<file path="config.mk">
export PLATFORM = sky130hd
export DESIGN_NAME = occu_command_unit
export DESIGN_NICKNAME = d
export VERILOG_FILES = /design/src/hw/occu_pkg.sv /design/src/hw/occu_command_unit.sv /design/src/hw/occu_flag_mem.sv /design/src/hw/occu_report_fmt.sv
export SDC_FILE = /design/constraint.sdc
export NUM_CORES = 1
export LEC_CHECK = 0
export BUFFER_PORTS_ARGS = -buffer_cell sky130_fd_sc_hd__buf_4
export CAP_MARGIN = 20
export CORE_UTILIZATION = 53
export CTS_CLUSTER_SIZE = 16
export DETAILED_ROUTE_END_ITERATION = 6
export MAX_ROUTING_LAYER = met4
export PLACE_DENSITY = 0.81
export SYNTH_ARGS = -nofsm -noshare
export SYNTH_HDL_FRONTEND = slang
export SYNTH_SLANG_ARGS = --single-unit
export TNS_END_PERCENT = 20
</file>
<file path="constraint.sdc">
create_clock -name clk -period 4.1 [get_ports clk]
set_input_delay 0.615 -clock clk [delete_from_list [all_inputs] [get_ports clk]]
set_output_delay 0.615 -clock clk [all_outputs]
set_load 0.01 [all_outputs]
</file>
<file path="src/hw/occu_pkg.sv">
package occu_pkg;

	// command unit commands, as decoded from the control byte
	typedef enum logic [2:0] {
		OCCU_CMD_NONE,
		OCCU_CMD_RESUME,
		OCCU_CMD_DISABLE_INTF,
		OCCU_CMD_TEST,
		OCCU_CMD_ATTN_ON,
		OCCU_CMD_ATTN_OFF,
		OCCU_CMD_COMM_ON,
		OCCU_CMD_COMM_OFF
	} occu_cmd_t;

	// kinds of outboard device behind an address
	typedef enum logic [1:0] {
		OCCU_KIND_DISPLAY_GEN,
		OCCU_KIND_KEYBOARD_MUX,
		OCCU_KIND_RADAR_CONSOLE,
		OCCU_KIND_DATA_ADAPTER
	} occu_kind_t;

	// orders forwarded to the addressed device
	typedef enum logic [1:0] {
		OCCU_ORD_RESUME,
		OCCU_ORD_DISABLE_INTF,
		OCCU_ORD_TEST
	} occu_ord_t;

	// control byte codes
	localparam logic [7:0] OCCU_CODE_RESUME       = 8'h57;
	localparam logic [7:0] OCCU_CODE_DISABLE_INTF = 8'h77;
	localparam logic [7:0] OCCU_CODE_TEST         = 8'h67;
	localparam logic [7:0] OCCU_CODE_ATTN_ON      = 8'h9f;
	localparam logic [7:0] OCCU_CODE_ATTN_OFF     = 8'h1f;
	localparam logic [7:0] OCCU_CODE_COMM_ON      = 8'haf;
	localparam logic [7:0] OCCU_CODE_COMM_OFF     = 8'h2f;

	// channel status byte, bit 0 is the most significant bit
	localparam logic [7:0] OCCU_ST_ATTENTION  = 8'h80;
	localparam logic [7:0] OCCU_ST_CHAN_END   = 8'h08;
	localparam logic [7:0] OCCU_ST_DEV_END    = 8'h04;
	localparam logic [7:0] OCCU_ST_UNIT_CHECK = 8'h02;
	localparam logic [7:0] OCCU_ST_UNIT_EXC   = 8'h01;

	// unit operating states
	localparam logic [1:0] OCCU_STATE_ZERO  = 2'h0;
	localparam logic [1:0] OCCU_STATE_THREE = 2'h3;

	// device address space and per-device flag word
	localparam int         OCCU_AW         = 6;
	localparam int         OCCU_FW         = 4;
	localparam logic [5:0] OCCU_ADDR_LAST  = 6'h3f;
	localparam int         OCCU_F_ATTN_EN  = 0;
	localparam int         OCCU_F_COMM     = 1;
	localparam int         OCCU_F_TEST     = 2;
	localparam int         OCCU_F_PENDING  = 3;
	localparam logic [3:0] OCCU_FLAGS_RST  = 4'h0;

	// report byte masks, bit 0 is the most significant bit
	localparam logic [7:0] OCCU_DG_ERR0_MASK  = 8'h3f;
	localparam logic [7:0] OCCU_DG_ERR1_MASK  = 8'he0;
	localparam logic [7:0] OCCU_DG_TEST_BIT   = 8'h10;
	localparam logic [7:0] OCCU_KM_ERR0_MASK  = 8'h3d;
	localparam logic [7:0] OCCU_KM_ERR1_MASK  = 8'hfe;
	localparam logic [7:0] OCCU_KM_TEST_BIT   = 8'h01;
	localparam logic [7:0] OCCU_BYTE_ZERO     = 8'h00;

	// bit n of a byte in channel numbering sits at vector index 7-n
	function automatic logic [2:0] occu_msb(input logic [2:0] n);
		return 3'h7 - n;
	endfunction

	// control byte to command
	function automatic occu_cmd_t occu_decode(input logic [7:0] code);
		unique case (code)
			OCCU_CODE_RESUME:       return OCCU_CMD_RESUME;
			OCCU_CODE_DISABLE_INTF: return OCCU_CMD_DISABLE_INTF;
			OCCU_CODE_TEST:         return OCCU_CMD_TEST;
			OCCU_CODE_ATTN_ON:      return OCCU_CMD_ATTN_ON;
			OCCU_CODE_ATTN_OFF:     return OCCU_CMD_ATTN_OFF;
			OCCU_CODE_COMM_ON:      return OCCU_CMD_COMM_ON;
			OCCU_CODE_COMM_OFF:     return OCCU_CMD_COMM_OFF;
			default:                return OCCU_CMD_NONE;
		endcase
	endfunction

endpackage

</file>
<file path="src/hw/occu_command_unit.sv">
`timescale 1ns/100ps
module occu_command_unit
	import occu_pkg::*;
(
	// clock, reset, enable
	input  wire logic               clk,
	input  wire logic               sys_rst,
	input  wire logic               clk_en,
	// command from channel
	input  wire logic               cmd_valid,
	input  wire logic [7:0]         cmd_code,
	input  wire logic [OCCU_AW-1:0] cmd_addr,
	input  wire occu_kind_t         cmd_kind,
	input  wire logic               dev_configured,
	input  wire logic [1:0]         unit_state,
	output      logic               cmd_ready_q,
	// status byte to channel
	output      logic               stat_valid_q,
	output      logic [7:0]         stat_byte_q,
	input  wire logic               stat_accept,
	// orders to outboard devices
	output      logic               ord_valid_q,
	output      occu_ord_t          ord_code_q,
	output      logic [OCCU_AW-1:0] ord_addr_q,
	// communication bit updates
	output      logic               comm_upd_valid_q,
	output      logic [OCCU_AW-1:0] comm_upd_addr_q,
	output      logic               comm_upd_on_q,
	// error report from device
	input  wire logic               dev_rpt_valid,
	input  wire logic [OCCU_AW-1:0] dev_rpt_addr,
	input  wire occu_kind_t         dev_rpt_kind,
	input  wire logic [7:0]         dev_rpt_raw0,
	input  wire logic [7:0]         dev_rpt_raw1,
	input  wire logic               dev_power_lost,
	input  wire logic [31:0]        console_map,
	output      logic               rpt_ready_q,
	output      logic               rpt_ack_q,
	// formatted report bytes
	output      logic [7:0]         rpt_byte0_q,
	output      logic [7:0]         rpt_byte1_q,
	output      logic [7:0]         rpt_byte2_q,
	output      logic [7:0]         rpt_byte3_q
);

	// sequencer states
	typedef enum logic [2:0] {
		ST_CLEAR,
		ST_IDLE,
		ST_EXEC,
		ST_STATUS,
		ST_ATTN,
		ST_REPORT
	} occu_state_t;

	occu_state_t        state_q, state_d;   // sequencer
	logic [OCCU_AW-1:0] clr_cnt_q;          // reset sweep address
	logic [OCCU_AW-1:0] addr_q;             // address in work
	logic [7:0]         code_q;             // latched command byte
	occu_kind_t         kind_q;             // latched device kind
	logic               cfg_q;              // latched configured level
	logic [1:0]         ustate_q;           // latched unit state
	logic               power_lost_q;       // latched power loss
	logic               attn_after_q;       // attention follows status
	logic [OCCU_FW-1:0] flags_q;            // flags of address in work

	// memory ports
	logic [OCCU_FW-1:0] mem_rd;             // flags read back
	logic [OCCU_AW-1:0] mem_rd_addr;        // read address
	logic               mem_we;             // write enable
	logic [OCCU_AW-1:0] mem_wr_addr;        // write address
	logic [OCCU_FW-1:0] mem_wr_data;        // write data

	// handshakes
	logic cmd_take;     // command taken this cycle
	logic rpt_take;     // report taken this cycle
	logic sweep_done;   // last flag word cleared

	// command decode
	occu_cmd_t cmd;          // decoded command
	logic      is_order;     // resume, disable-interfaces or test
	logic      is_comm;      // either communication command
	logic      kind_bad;     // data adapter or unknown code
	logic      state_bad;    // communication refused by state
	logic      cmd_ok;       // command will be carried out
	logic      comm_live;    // communication bit really changes
	logic [7:0] exec_stat;   // initial selection status
	logic [OCCU_FW-1:0] exec_flags; // flags after the command
	logic      exec_attn;    // attention to follow the status

	// report path
	logic               fmt_err;       // error-capable bits seen
	logic               rpt_error;     // device error report
	logic [OCCU_FW-1:0] rpt_flags;     // flags after the report
	logic               rpt_attn;      // report gives attention now
	logic               attn_done;     // attention byte accepted

	// handshakes qualify on the registered ready flags
	assign cmd_take   = cmd_valid & cmd_ready_q;
	assign rpt_take   = dev_rpt_valid & rpt_ready_q & ~cmd_valid;
	assign sweep_done = (clr_cnt_q == OCCU_ADDR_LAST);
	assign attn_done  = (state_q == ST_ATTN) & stat_accept;

	// command decode from latched byte
	assign cmd      = occu_decode(code_q);
	assign is_order = (cmd == OCCU_CMD_RESUME) |
		(cmd == OCCU_CMD_DISABLE_INTF) | (cmd == OCCU_CMD_TEST);
	assign is_comm  = (cmd == OCCU_CMD_COMM_ON) |
		(cmd == OCCU_CMD_COMM_OFF);
	assign kind_bad = (cmd == OCCU_CMD_NONE) |
		(kind_q == OCCU_KIND_DATA_ADAPTER);
	// communication refused outside states three and zero
	assign state_bad = is_comm & (ustate_q != OCCU_STATE_THREE) &
		(ustate_q != OCCU_STATE_ZERO);
	assign cmd_ok    = ~kind_bad & ~state_bad & cfg_q;
	// state zero use is maintenance only, configuration untouched
	assign comm_live = cmd_ok & is_comm &
		(ustate_q == OCCU_STATE_THREE);

	// initial selection status, priority reject, state, configuration
	assign exec_stat = kind_bad ? OCCU_ST_UNIT_CHECK :
		(state_bad ? OCCU_ST_UNIT_EXC :
		(~cfg_q ? OCCU_ST_UNIT_EXC :
		(OCCU_ST_CHAN_END | OCCU_ST_DEV_END)));

	// flag word after an accepted command
	always_comb begin
		exec_flags = mem_rd;
		if (cmd_ok) begin
			unique case (cmd)
				OCCU_CMD_ATTN_ON:  exec_flags[OCCU_F_ATTN_EN] = 1'b1;
				OCCU_CMD_ATTN_OFF: exec_flags[OCCU_F_ATTN_EN] = 1'b0;
				OCCU_CMD_TEST:     exec_flags[OCCU_F_TEST] = 1'b1;
				OCCU_CMD_COMM_ON:  exec_flags[OCCU_F_COMM] = comm_live |
					mem_rd[OCCU_F_COMM];
				OCCU_CMD_COMM_OFF: exec_flags[OCCU_F_COMM] = ~comm_live &
					mem_rd[OCCU_F_COMM];
				default:           exec_flags = mem_rd;
			endcase
		end
	end

	// attention after the ending status, never merged into it
	assign exec_attn = cmd_ok & (
		((cmd == OCCU_CMD_TEST) & (ustate_q == OCCU_STATE_ZERO)) |
		((cmd == OCCU_CMD_ATTN_ON) & mem_rd[OCCU_F_PENDING]));

	// error report: error-out bits or power drop marks it pending
	assign rpt_error = fmt_err | power_lost_q;
	always_comb begin
		rpt_flags = mem_rd;
		rpt_flags[OCCU_F_TEST] = 1'b0;
		rpt_flags[OCCU_F_PENDING] = mem_rd[OCCU_F_PENDING] | rpt_error;
	end
	assign rpt_attn = rpt_error & mem_rd[OCCU_F_ATTN_EN];

	// flag memory address and write selection
	assign mem_rd_addr = (state_q != ST_IDLE) ? addr_q :
		(cmd_valid ? cmd_addr : dev_rpt_addr);
	assign mem_we = (state_q == ST_CLEAR) | (state_q == ST_EXEC) |
		(state_q == ST_REPORT) | attn_done;
	assign mem_wr_addr = (state_q == ST_CLEAR) ? clr_cnt_q : addr_q;
	always_comb begin
		unique case (state_q)
			ST_CLEAR:  mem_wr_data = OCCU_FLAGS_RST;
			ST_EXEC:   mem_wr_data = exec_flags;
			ST_REPORT: mem_wr_data = rpt_flags;
			default: begin
				// attention delivered, error no longer pending
				mem_wr_data = flags_q;
				mem_wr_data[OCCU_F_PENDING] = 1'b0;
			end
		endcase
	end

	// next state
	always_comb begin
		state_d = state_q;
		unique case (state_q)
			ST_CLEAR:  if (sweep_done) state_d = ST_IDLE;
			ST_IDLE: begin
				if (cmd_take) state_d = ST_EXEC;
				else if (rpt_take) state_d = ST_REPORT;
			end
			ST_EXEC:   state_d = ST_STATUS;
			ST_STATUS: begin
				if (stat_accept) begin
					state_d = attn_after_q ? ST_ATTN : ST_IDLE;
				end
			end
			ST_ATTN:   if (stat_accept) state_d = ST_IDLE;
			ST_REPORT: state_d = rpt_attn ? ST_ATTN : ST_IDLE;
		endcase
	end

	// sequencer and reset sweep
	always_ff @(posedge clk or posedge sys_rst) begin
		if (sys_rst) begin
			state_q   <= ST_CLEAR;
			clr_cnt_q <= '0;
		end else if (clk_en) begin
			state_q <= state_d;
			if (state_q == ST_CLEAR) begin
				clr_cnt_q <= clr_cnt_q + 6'h01;
			end
		end
	end

	// latch the request being served
	always_ff @(posedge clk or posedge sys_rst) begin
		if (sys_rst) begin
			addr_q       <= '0;
			code_q       <= 8'h00;
			kind_q       <= OCCU_KIND_DISPLAY_GEN;
			cfg_q        <= 1'b0;
			ustate_q     <= 2'h0;
			power_lost_q <= 1'b0;
		end else if (clk_en) begin
			if (cmd_take) begin
				// flags of this address indexed at selection
				addr_q   <= cmd_addr;
				code_q   <= cmd_code;
				kind_q   <= cmd_kind;
				cfg_q    <= dev_configured;
				ustate_q <= unit_state;
			end else if (rpt_take) begin
				addr_q       <= dev_rpt_addr;
				power_lost_q <= dev_power_lost;
			end
		end
	end

	// flags of the address in work and pending attention
	always_ff @(posedge clk or posedge sys_rst) begin
		if (sys_rst) begin
			flags_q      <= OCCU_FLAGS_RST;
			attn_after_q <= 1'b0;
		end else if (clk_en) begin
			unique case (state_q)
				ST_EXEC: begin
					flags_q      <= exec_flags;
					attn_after_q <= exec_attn;
				end
				ST_REPORT: flags_q <= rpt_flags;
				default:   flags_q <= flags_q;
			endcase
		end
	end

	// channel status byte
	always_ff @(posedge clk or posedge sys_rst) begin
		if (sys_rst) begin
			stat_valid_q <= 1'b0;
			stat_byte_q  <= 8'h00;
		end else if (clk_en) begin
			if (state_d == ST_STATUS && state_q == ST_EXEC) begin
				stat_valid_q <= 1'b1;
				stat_byte_q  <= exec_stat;
			end else if (state_d == ST_ATTN && state_q != ST_ATTN) begin
				// attention stands alone in its own byte
				stat_valid_q <= 1'b1;
				stat_byte_q  <= OCCU_ST_ATTENTION;
			end else if (stat_accept) begin
				stat_valid_q <= 1'b0;
				stat_byte_q  <= 8'h00;
			end
		end
	end

	// one-cycle order and communication pulses
	always_ff @(posedge clk or posedge sys_rst) begin
		if (sys_rst) begin
			ord_valid_q      <= 1'b0;
			ord_code_q       <= OCCU_ORD_RESUME;
			ord_addr_q       <= '0;
			comm_upd_valid_q <= 1'b0;
			comm_upd_addr_q  <= '0;
			comm_upd_on_q    <= 1'b0;
		end else if (clk_en) begin
			// only configured devices receive orders
			ord_valid_q <= (state_q == ST_EXEC) & cmd_ok & is_order;
			ord_addr_q  <= addr_q;
			if (cmd == OCCU_CMD_RESUME) begin
				ord_code_q <= OCCU_ORD_RESUME;
			end else if (cmd == OCCU_CMD_DISABLE_INTF) begin
				ord_code_q <= OCCU_ORD_DISABLE_INTF;
			end else begin
				ord_code_q <= OCCU_ORD_TEST;
			end
			comm_upd_valid_q <= (state_q == ST_EXEC) & comm_live;
			comm_upd_addr_q  <= addr_q;
			comm_upd_on_q    <= (cmd == OCCU_CMD_COMM_ON);
		end
	end

	// ready flags and report acknowledge
	always_ff @(posedge clk or posedge sys_rst) begin
		if (sys_rst) begin
			cmd_ready_q <= 1'b0;
			rpt_ready_q <= 1'b0;
			rpt_ack_q   <= 1'b0;
		end else if (clk_en) begin
			cmd_ready_q <= (state_d == ST_IDLE);
			rpt_ready_q <= (state_d == ST_IDLE);
			rpt_ack_q   <= rpt_take;
		end
	end

	// per-device flag words
	occu_flag_mem u_flags (
		.clk       (clk),
		.clk_en    (clk_en),
		.rd_addr   (mem_rd_addr),
		.rd_data_q (mem_rd),
		.wr_en     (mem_we),
		.wr_addr   (mem_wr_addr),
		.wr_data   (mem_wr_data)
	);

	// report bytes, test bit folded in once flags are known
	occu_report_fmt u_fmt (
		.clk         (clk),
		.sys_rst     (sys_rst),
		.clk_en      (clk_en),
		.load        (rpt_take),
		.kind        (dev_rpt_kind),
		.raw0        (dev_rpt_raw0),
		.raw1        (dev_rpt_raw1),
		.console_map (console_map),
		.set_test    ((state_q == ST_REPORT) & mem_rd[OCCU_F_TEST]),
		.byte0_q     (rpt_byte0_q),
		.byte1_q     (rpt_byte1_q),
		.byte2_q     (rpt_byte2_q),
		.byte3_q     (rpt_byte3_q),
		.err_q       (fmt_err)
	);

endmodule

</file>
<file path="src/hw/occu_flag_mem.sv">
`timescale 1ns/100ps
// per-device flag store, one word per address, registered read
module occu_flag_mem
	import occu_pkg::*;
(
	// clock
	input  wire logic                clk,
	input  wire logic                clk_en,
	// read port
	input  wire logic [OCCU_AW-1:0]  rd_addr,
	output      logic [OCCU_FW-1:0]  rd_data_q,
	// write port
	input  wire logic                wr_en,
	input  wire logic [OCCU_AW-1:0]  wr_addr,
	input  wire logic [OCCU_FW-1:0]  wr_data
);

	logic [OCCU_FW-1:0] mem_q [2**OCCU_AW];  // flag words, cleared by sweep

	// read first, old word returned on a same-address write, read data always from a register
	always_ff @(posedge clk) begin
		if (clk_en) begin
			if (wr_en) begin
				mem_q[wr_addr] <= wr_data;
			end
			rd_data_q <= mem_q[rd_addr];
		end
	end

endmodule

</file>
<file path="src/hw/occu_report_fmt.sv">
`timescale 1ns/100ps
// builds device status report and console map bytes
module occu_report_fmt
	import occu_pkg::*;
(
	// clock and reset
	input  wire logic        clk,
	input  wire logic        sys_rst,
	input  wire logic        clk_en,
	// raw report from device
	input  wire logic        load,
	input  wire occu_kind_t  kind,
	input  wire logic [7:0]  raw0,
	input  wire logic [7:0]  raw1,
	input  wire logic [31:0] console_map,
	input  wire logic        set_test,
	// formatted bytes
	output      logic [7:0]  byte0_q,
	output      logic [7:0]  byte1_q,
	output      logic [7:0]  byte2_q,
	output      logic [7:0]  byte3_q,
	output      logic        err_q
);

	logic       is_dg;     // display generator report
	logic       is_km;     // keyboard multiplexer report
	logic [7:0] test_bit;  // test bit for this kind
	logic [7:0] map_b [4]; // console map, console 1 at byte 0 bit 0
	occu_kind_t kind_q;    // kind held from the load

	assign is_dg = (kind_q == OCCU_KIND_DISPLAY_GEN);
	assign is_km = (kind_q == OCCU_KIND_KEYBOARD_MUX);
	assign test_bit = is_dg ? OCCU_DG_TEST_BIT :
		(is_km ? OCCU_KM_TEST_BIT : OCCU_BYTE_ZERO);

	// reorder console bits so channel bit k of byte n is console 8n+k+1
	always_comb begin
		for (int n = 0; n < 4; n++) begin
			map_b[n] = OCCU_BYTE_ZERO;
			for (int k = 0; k < 8; k++) begin
				map_b[n][occu_msb(3'(k))] = console_map[8*n+k];
			end
		end
	end

	// capture and mask the report on load
	always_ff @(posedge clk or posedge sys_rst) begin
		if (sys_rst) begin
			byte0_q <= OCCU_BYTE_ZERO;
			byte1_q <= OCCU_BYTE_ZERO;
			byte2_q <= OCCU_BYTE_ZERO;
			byte3_q <= OCCU_BYTE_ZERO;
			err_q   <= 1'b0;
			kind_q  <= OCCU_KIND_DISPLAY_GEN;
		end else if (clk_en) begin
			if (load) begin
				kind_q <= kind;
				unique case (kind)
					OCCU_KIND_DISPLAY_GEN: begin
						// two bytes, test and unused bits dropped
						byte0_q <= raw0;
						byte1_q <= raw1 & OCCU_DG_ERR1_MASK;
						byte2_q <= OCCU_BYTE_ZERO;
						byte3_q <= OCCU_BYTE_ZERO;
						// temperature and relay supply never raise error
						err_q <= |(raw0 & OCCU_DG_ERR0_MASK)
							| |(raw1 & OCCU_DG_ERR1_MASK);
					end
					OCCU_KIND_KEYBOARD_MUX: begin
						// four bytes, last two unused
						byte0_q <= raw0;
						byte1_q <= raw1 & OCCU_KM_ERR1_MASK;
						byte2_q <= OCCU_BYTE_ZERO;
						byte3_q <= OCCU_BYTE_ZERO;
						// bits 0, 1 and 6 of byte zero are polled only
						err_q <= |(raw0 & OCCU_KM_ERR0_MASK)
							| |(raw1 & OCCU_KM_ERR1_MASK);
					end
					OCCU_KIND_RADAR_CONSOLE: begin
						// console map goes out as four bytes
						byte0_q <= map_b[0];
						byte1_q <= map_b[1];
						byte2_q <= map_b[2];
						byte3_q <= map_b[3];
						err_q   <= 1'b0;
					end
					OCCU_KIND_DATA_ADAPTER: begin
						// no report for this kind
						byte0_q <= OCCU_BYTE_ZERO;
						byte1_q <= OCCU_BYTE_ZERO;
						byte2_q <= OCCU_BYTE_ZERO;
						byte3_q <= OCCU_BYTE_ZERO;
						err_q   <= 1'b0;
					end
				endcase
			end else if (set_test) begin
				// test order seen by this device
				byte1_q <= byte1_q | test_bit;
			end
		end
	end

endmodule

</file>
==> metrics <==
outcome=finished clean; fin worst setup slack=668 ps; clk sink count=280; CP Class=register to register; Worst-Skew Late Latency=540 ps; synth top area cells=edfxtp_1, dfrtp_1, nand2_1; post-DP HPWL=19,800 um; CTS Hold Bufs=0; IO Port Bufs=138; Clock transition at path regs=70 ps; first-pass GRT wire length=48,300 um; share of layout cells above drive strength 1=0.210; maximum vdd drop=504 uV; final WL=between 30,000 and 40,000 um; global placer's final weighted congestion=0.875; cell count after placement=1,475; Bufs on Longest Clock Path=3; Area Growth Syn to Fin=18.5%; GRT Residual Overflow=0; initial core utilization=0.545; Critical Path Max Stage Delay=a little over 600 ps; top_reg_cell synth=edfxtp_1; CP endpoint kind=register; clock power share=0.239; endpoints failing hold=0; fmax=0.291 GHz; Non-Filler Instances=between 1,500 and 2,000; Hold WS=227 ps; critical path, cell by cell=nor3b_4, mux2i_4, buf_4, mux2i_1, o2111ai_1, and3_1, nor4_2; Synth area leader=edfxtp_1; count leader, synth=nand2_1; period utilization=0.837; Pwr Density=~760 nW/um^2; Psw=between 4 and 5 mW; largest net degree at the start of global routing=65; Synth Instances=1,070; hold crit path type=primary input to async pin; post-synth top area share=0.470; Internal=between 6 and 7 mW; Ports=approximately 140; Post-CTS Resized=0; Pre-Repair DR Iteration Count=5; Logic pwr share=0.380; Leakage=5.58 nW; Vias=~9,100; CP required=about 4500 ps; Max-Cap Viols=0; DRT antenna net count=0; final setup fails=0; worst slew pin tran=1020 ps; initial drt markers=1,146; number of distinct library cells after synthesis=66; die area=between 20,000 and 25,000 um^2; mapped cell area=12,500 um^2; Core Footprint=22,800 um^2; Slew HR=0.321; Die Span X=155 um; Post-synth ARST share=0.304; min cycle time layout=3430 ps; post-route cell area=14,800 um^2; Worst Path Max Fanout=38; register bit total from synthesis=280; commonest cells in the synthesized netlist=nand2_1, edfxtp_1, nor2_1, dfrtp_1, o21ai_0; CP arrival=between 3000 and 4000 ps; Post-synth EDFFs=195; DP Worst Slack=693 ps; H-tree depth=1; sw frac=0.375; CP startpoint kind=register; sequential area share after synthesis=0.641; Residual DRC=0; per-cell routed wire length=20.6 um; ANT cells=0; clk_skew=13.8 ps; yosys warns=0; Syn Area/Cell=11.6 um^2; Setup Buffers After CTS=0; Vias/cell=5.99; number of global-route vias before repair=8,787; Slew Viols, Final=0; unrepaired setup endpoints after global routing=no; placed cell area=13,800 um^2; initial antenna violation count=0; CP max stage cell=nor3b_4; Reg power frac=0.381; row count=55; CTS tree=done; root buffer cell=clkbuf_16; total track usage=0.269; Final nets=roughly 1,300; CTS Buf Count=28; Die Y-Extent=155 um
==> layout by cell type, fill, tap and decap left out, types with 4 or more instances in the layout <==
cell / count
nand2_1: 209
nand3b_1: 6
nor4_1: 4
a22oi_1: 5
nand3_1: 52
dfrtp_1: 85
nand4_1: 6
nor3_1: 4
a21oi_1: 40
mux2_2: 33
a32oi_1: 4
o21a_1: 6
a21o_1: 6
buf_4: 156
o211ai_1: 13
clkbuf_16: 29
nand2b_1: 9
mux2i_1: 24
a31oi_1: 14
clkinv_2: 7
o2111ai_1: 8
edfxtp_1: 195
o22ai_1: 9
inv_1: 14
mux4_2: 6
xnor2_1: 6
clkbuf_1: 4
nor2_1: 97
bufinv_16: 5
nor2b_1: 16
o31ai_1: 5
o21ai_0: 60
a211oi_1: 12
==> routing by layer <==
metal | wire [um] | global-route usage | up-vias | share of wire
met1 | 11800 | 0.340 | 4369 | 0.38
met4 | 797 | 0.0915 | 0 | 0.025
met5 | 0 | - | - | 0
li1 | - | - | 4141 | -
met2 | 15400 | 0.438 | 566 | 0.49
met3 | 3410 | 0.0521 | 70 | 0.11
==> final timing paths <==
kind,endpoint,slack (ps),startpoint,cells past startpoint
max,u_flags.rd_data_q[2]$_DFFE_PP_,670,state_q[2]$_DFFE_PP0P_,7
min,rpt_ready_q$_DFFE_PP0P_,230,sys_rst,2
max reg2reg,u_flags.rd_data_q[2]$_DFFE_PP_,670,state_q[2]$_DFFE_PP0P_,7
min reg2reg,u_fmt.byte2_q[6]$_DFFE_PP0P_,480,u_fmt.byte2_q[6]$_DFFE_PP0P_,2
max in group asynchronous,u_fmt.byte3_q[1]$_DFFE_PP0P_,2880,sys_rst,3
min in group clk,code_q[0]$_DFFE_PP0P_,310,cmd_code[0],2
==> power by group through the flow <==
stage / logic, mW / registers (mW) / clock network, mW
floorplan: 2.68 / 4.23 / 0
global placement: 4.00 / 4.27 / 0
detailed placement: 4.12 / 4.29 / 0
CTS: 4.16 / 4.25 / 2.69
global route: 4.58 / 4.30 / 2.80
finish: 4.24 / 4.25 / 2.66
==> stage by stage <==
step	power [mW]	setup TNS, ps	utilization
after global routing	11.7	0	0.646
after detailed placement	8.41	0	0.603
after floorplan	6.91	-6470	-
final	11.2	0	0.646
after CTS	11.1	0	0.645
after global placement	8.27	0	0.602
==> flip-flops by register name, summed over array words and instances (netlist names), 4 cells and up <==
signal / count
addr_q: 6
u_fmt.byte2_q: 8
clr_cnt_q: 6
code_q: 8
comm_upd_addr_q: 6
u_fmt.byte3_q: 8
u_flags.mem_q: 192
stat_byte_q: 4
u_fmt.byte1_q: 8
u_fmt.byte0_q: 8
==> worst max-delay path: cells and delay by family, from the launching register on <==
family / cells / cell delay, ps
buffers and inverters: 1 / 490
DFF: 1 / 590
muxes: 2 / 910
AOI/OAI and AO/OA: 1 / 190
and+or+nand+nor: 3 / 1070
==> layout make-up <==
cell class / count / area (um^2)
repair buffers: 159 / 1250
well taps: 313 / 392
flip-flops and latches: 280 / 7980
clock inverters: 18 / 224
clock buffers: 33 / 741
inverters: 15 / 57.6
fillers: 1722 / 8080
multi-input cells: 709 / 4120
==> cell families after synthesis <==
logic type,synth area share
mux,0.0638
flops,0.641
buf+inv,0.0322
simple gates,0.150
other cells,0.000301
fa+ha+maj,0.00100
compound gates,0.106
xor+xnor,0.00563
No activity file was read; power rests on OpenSTA's default activity.
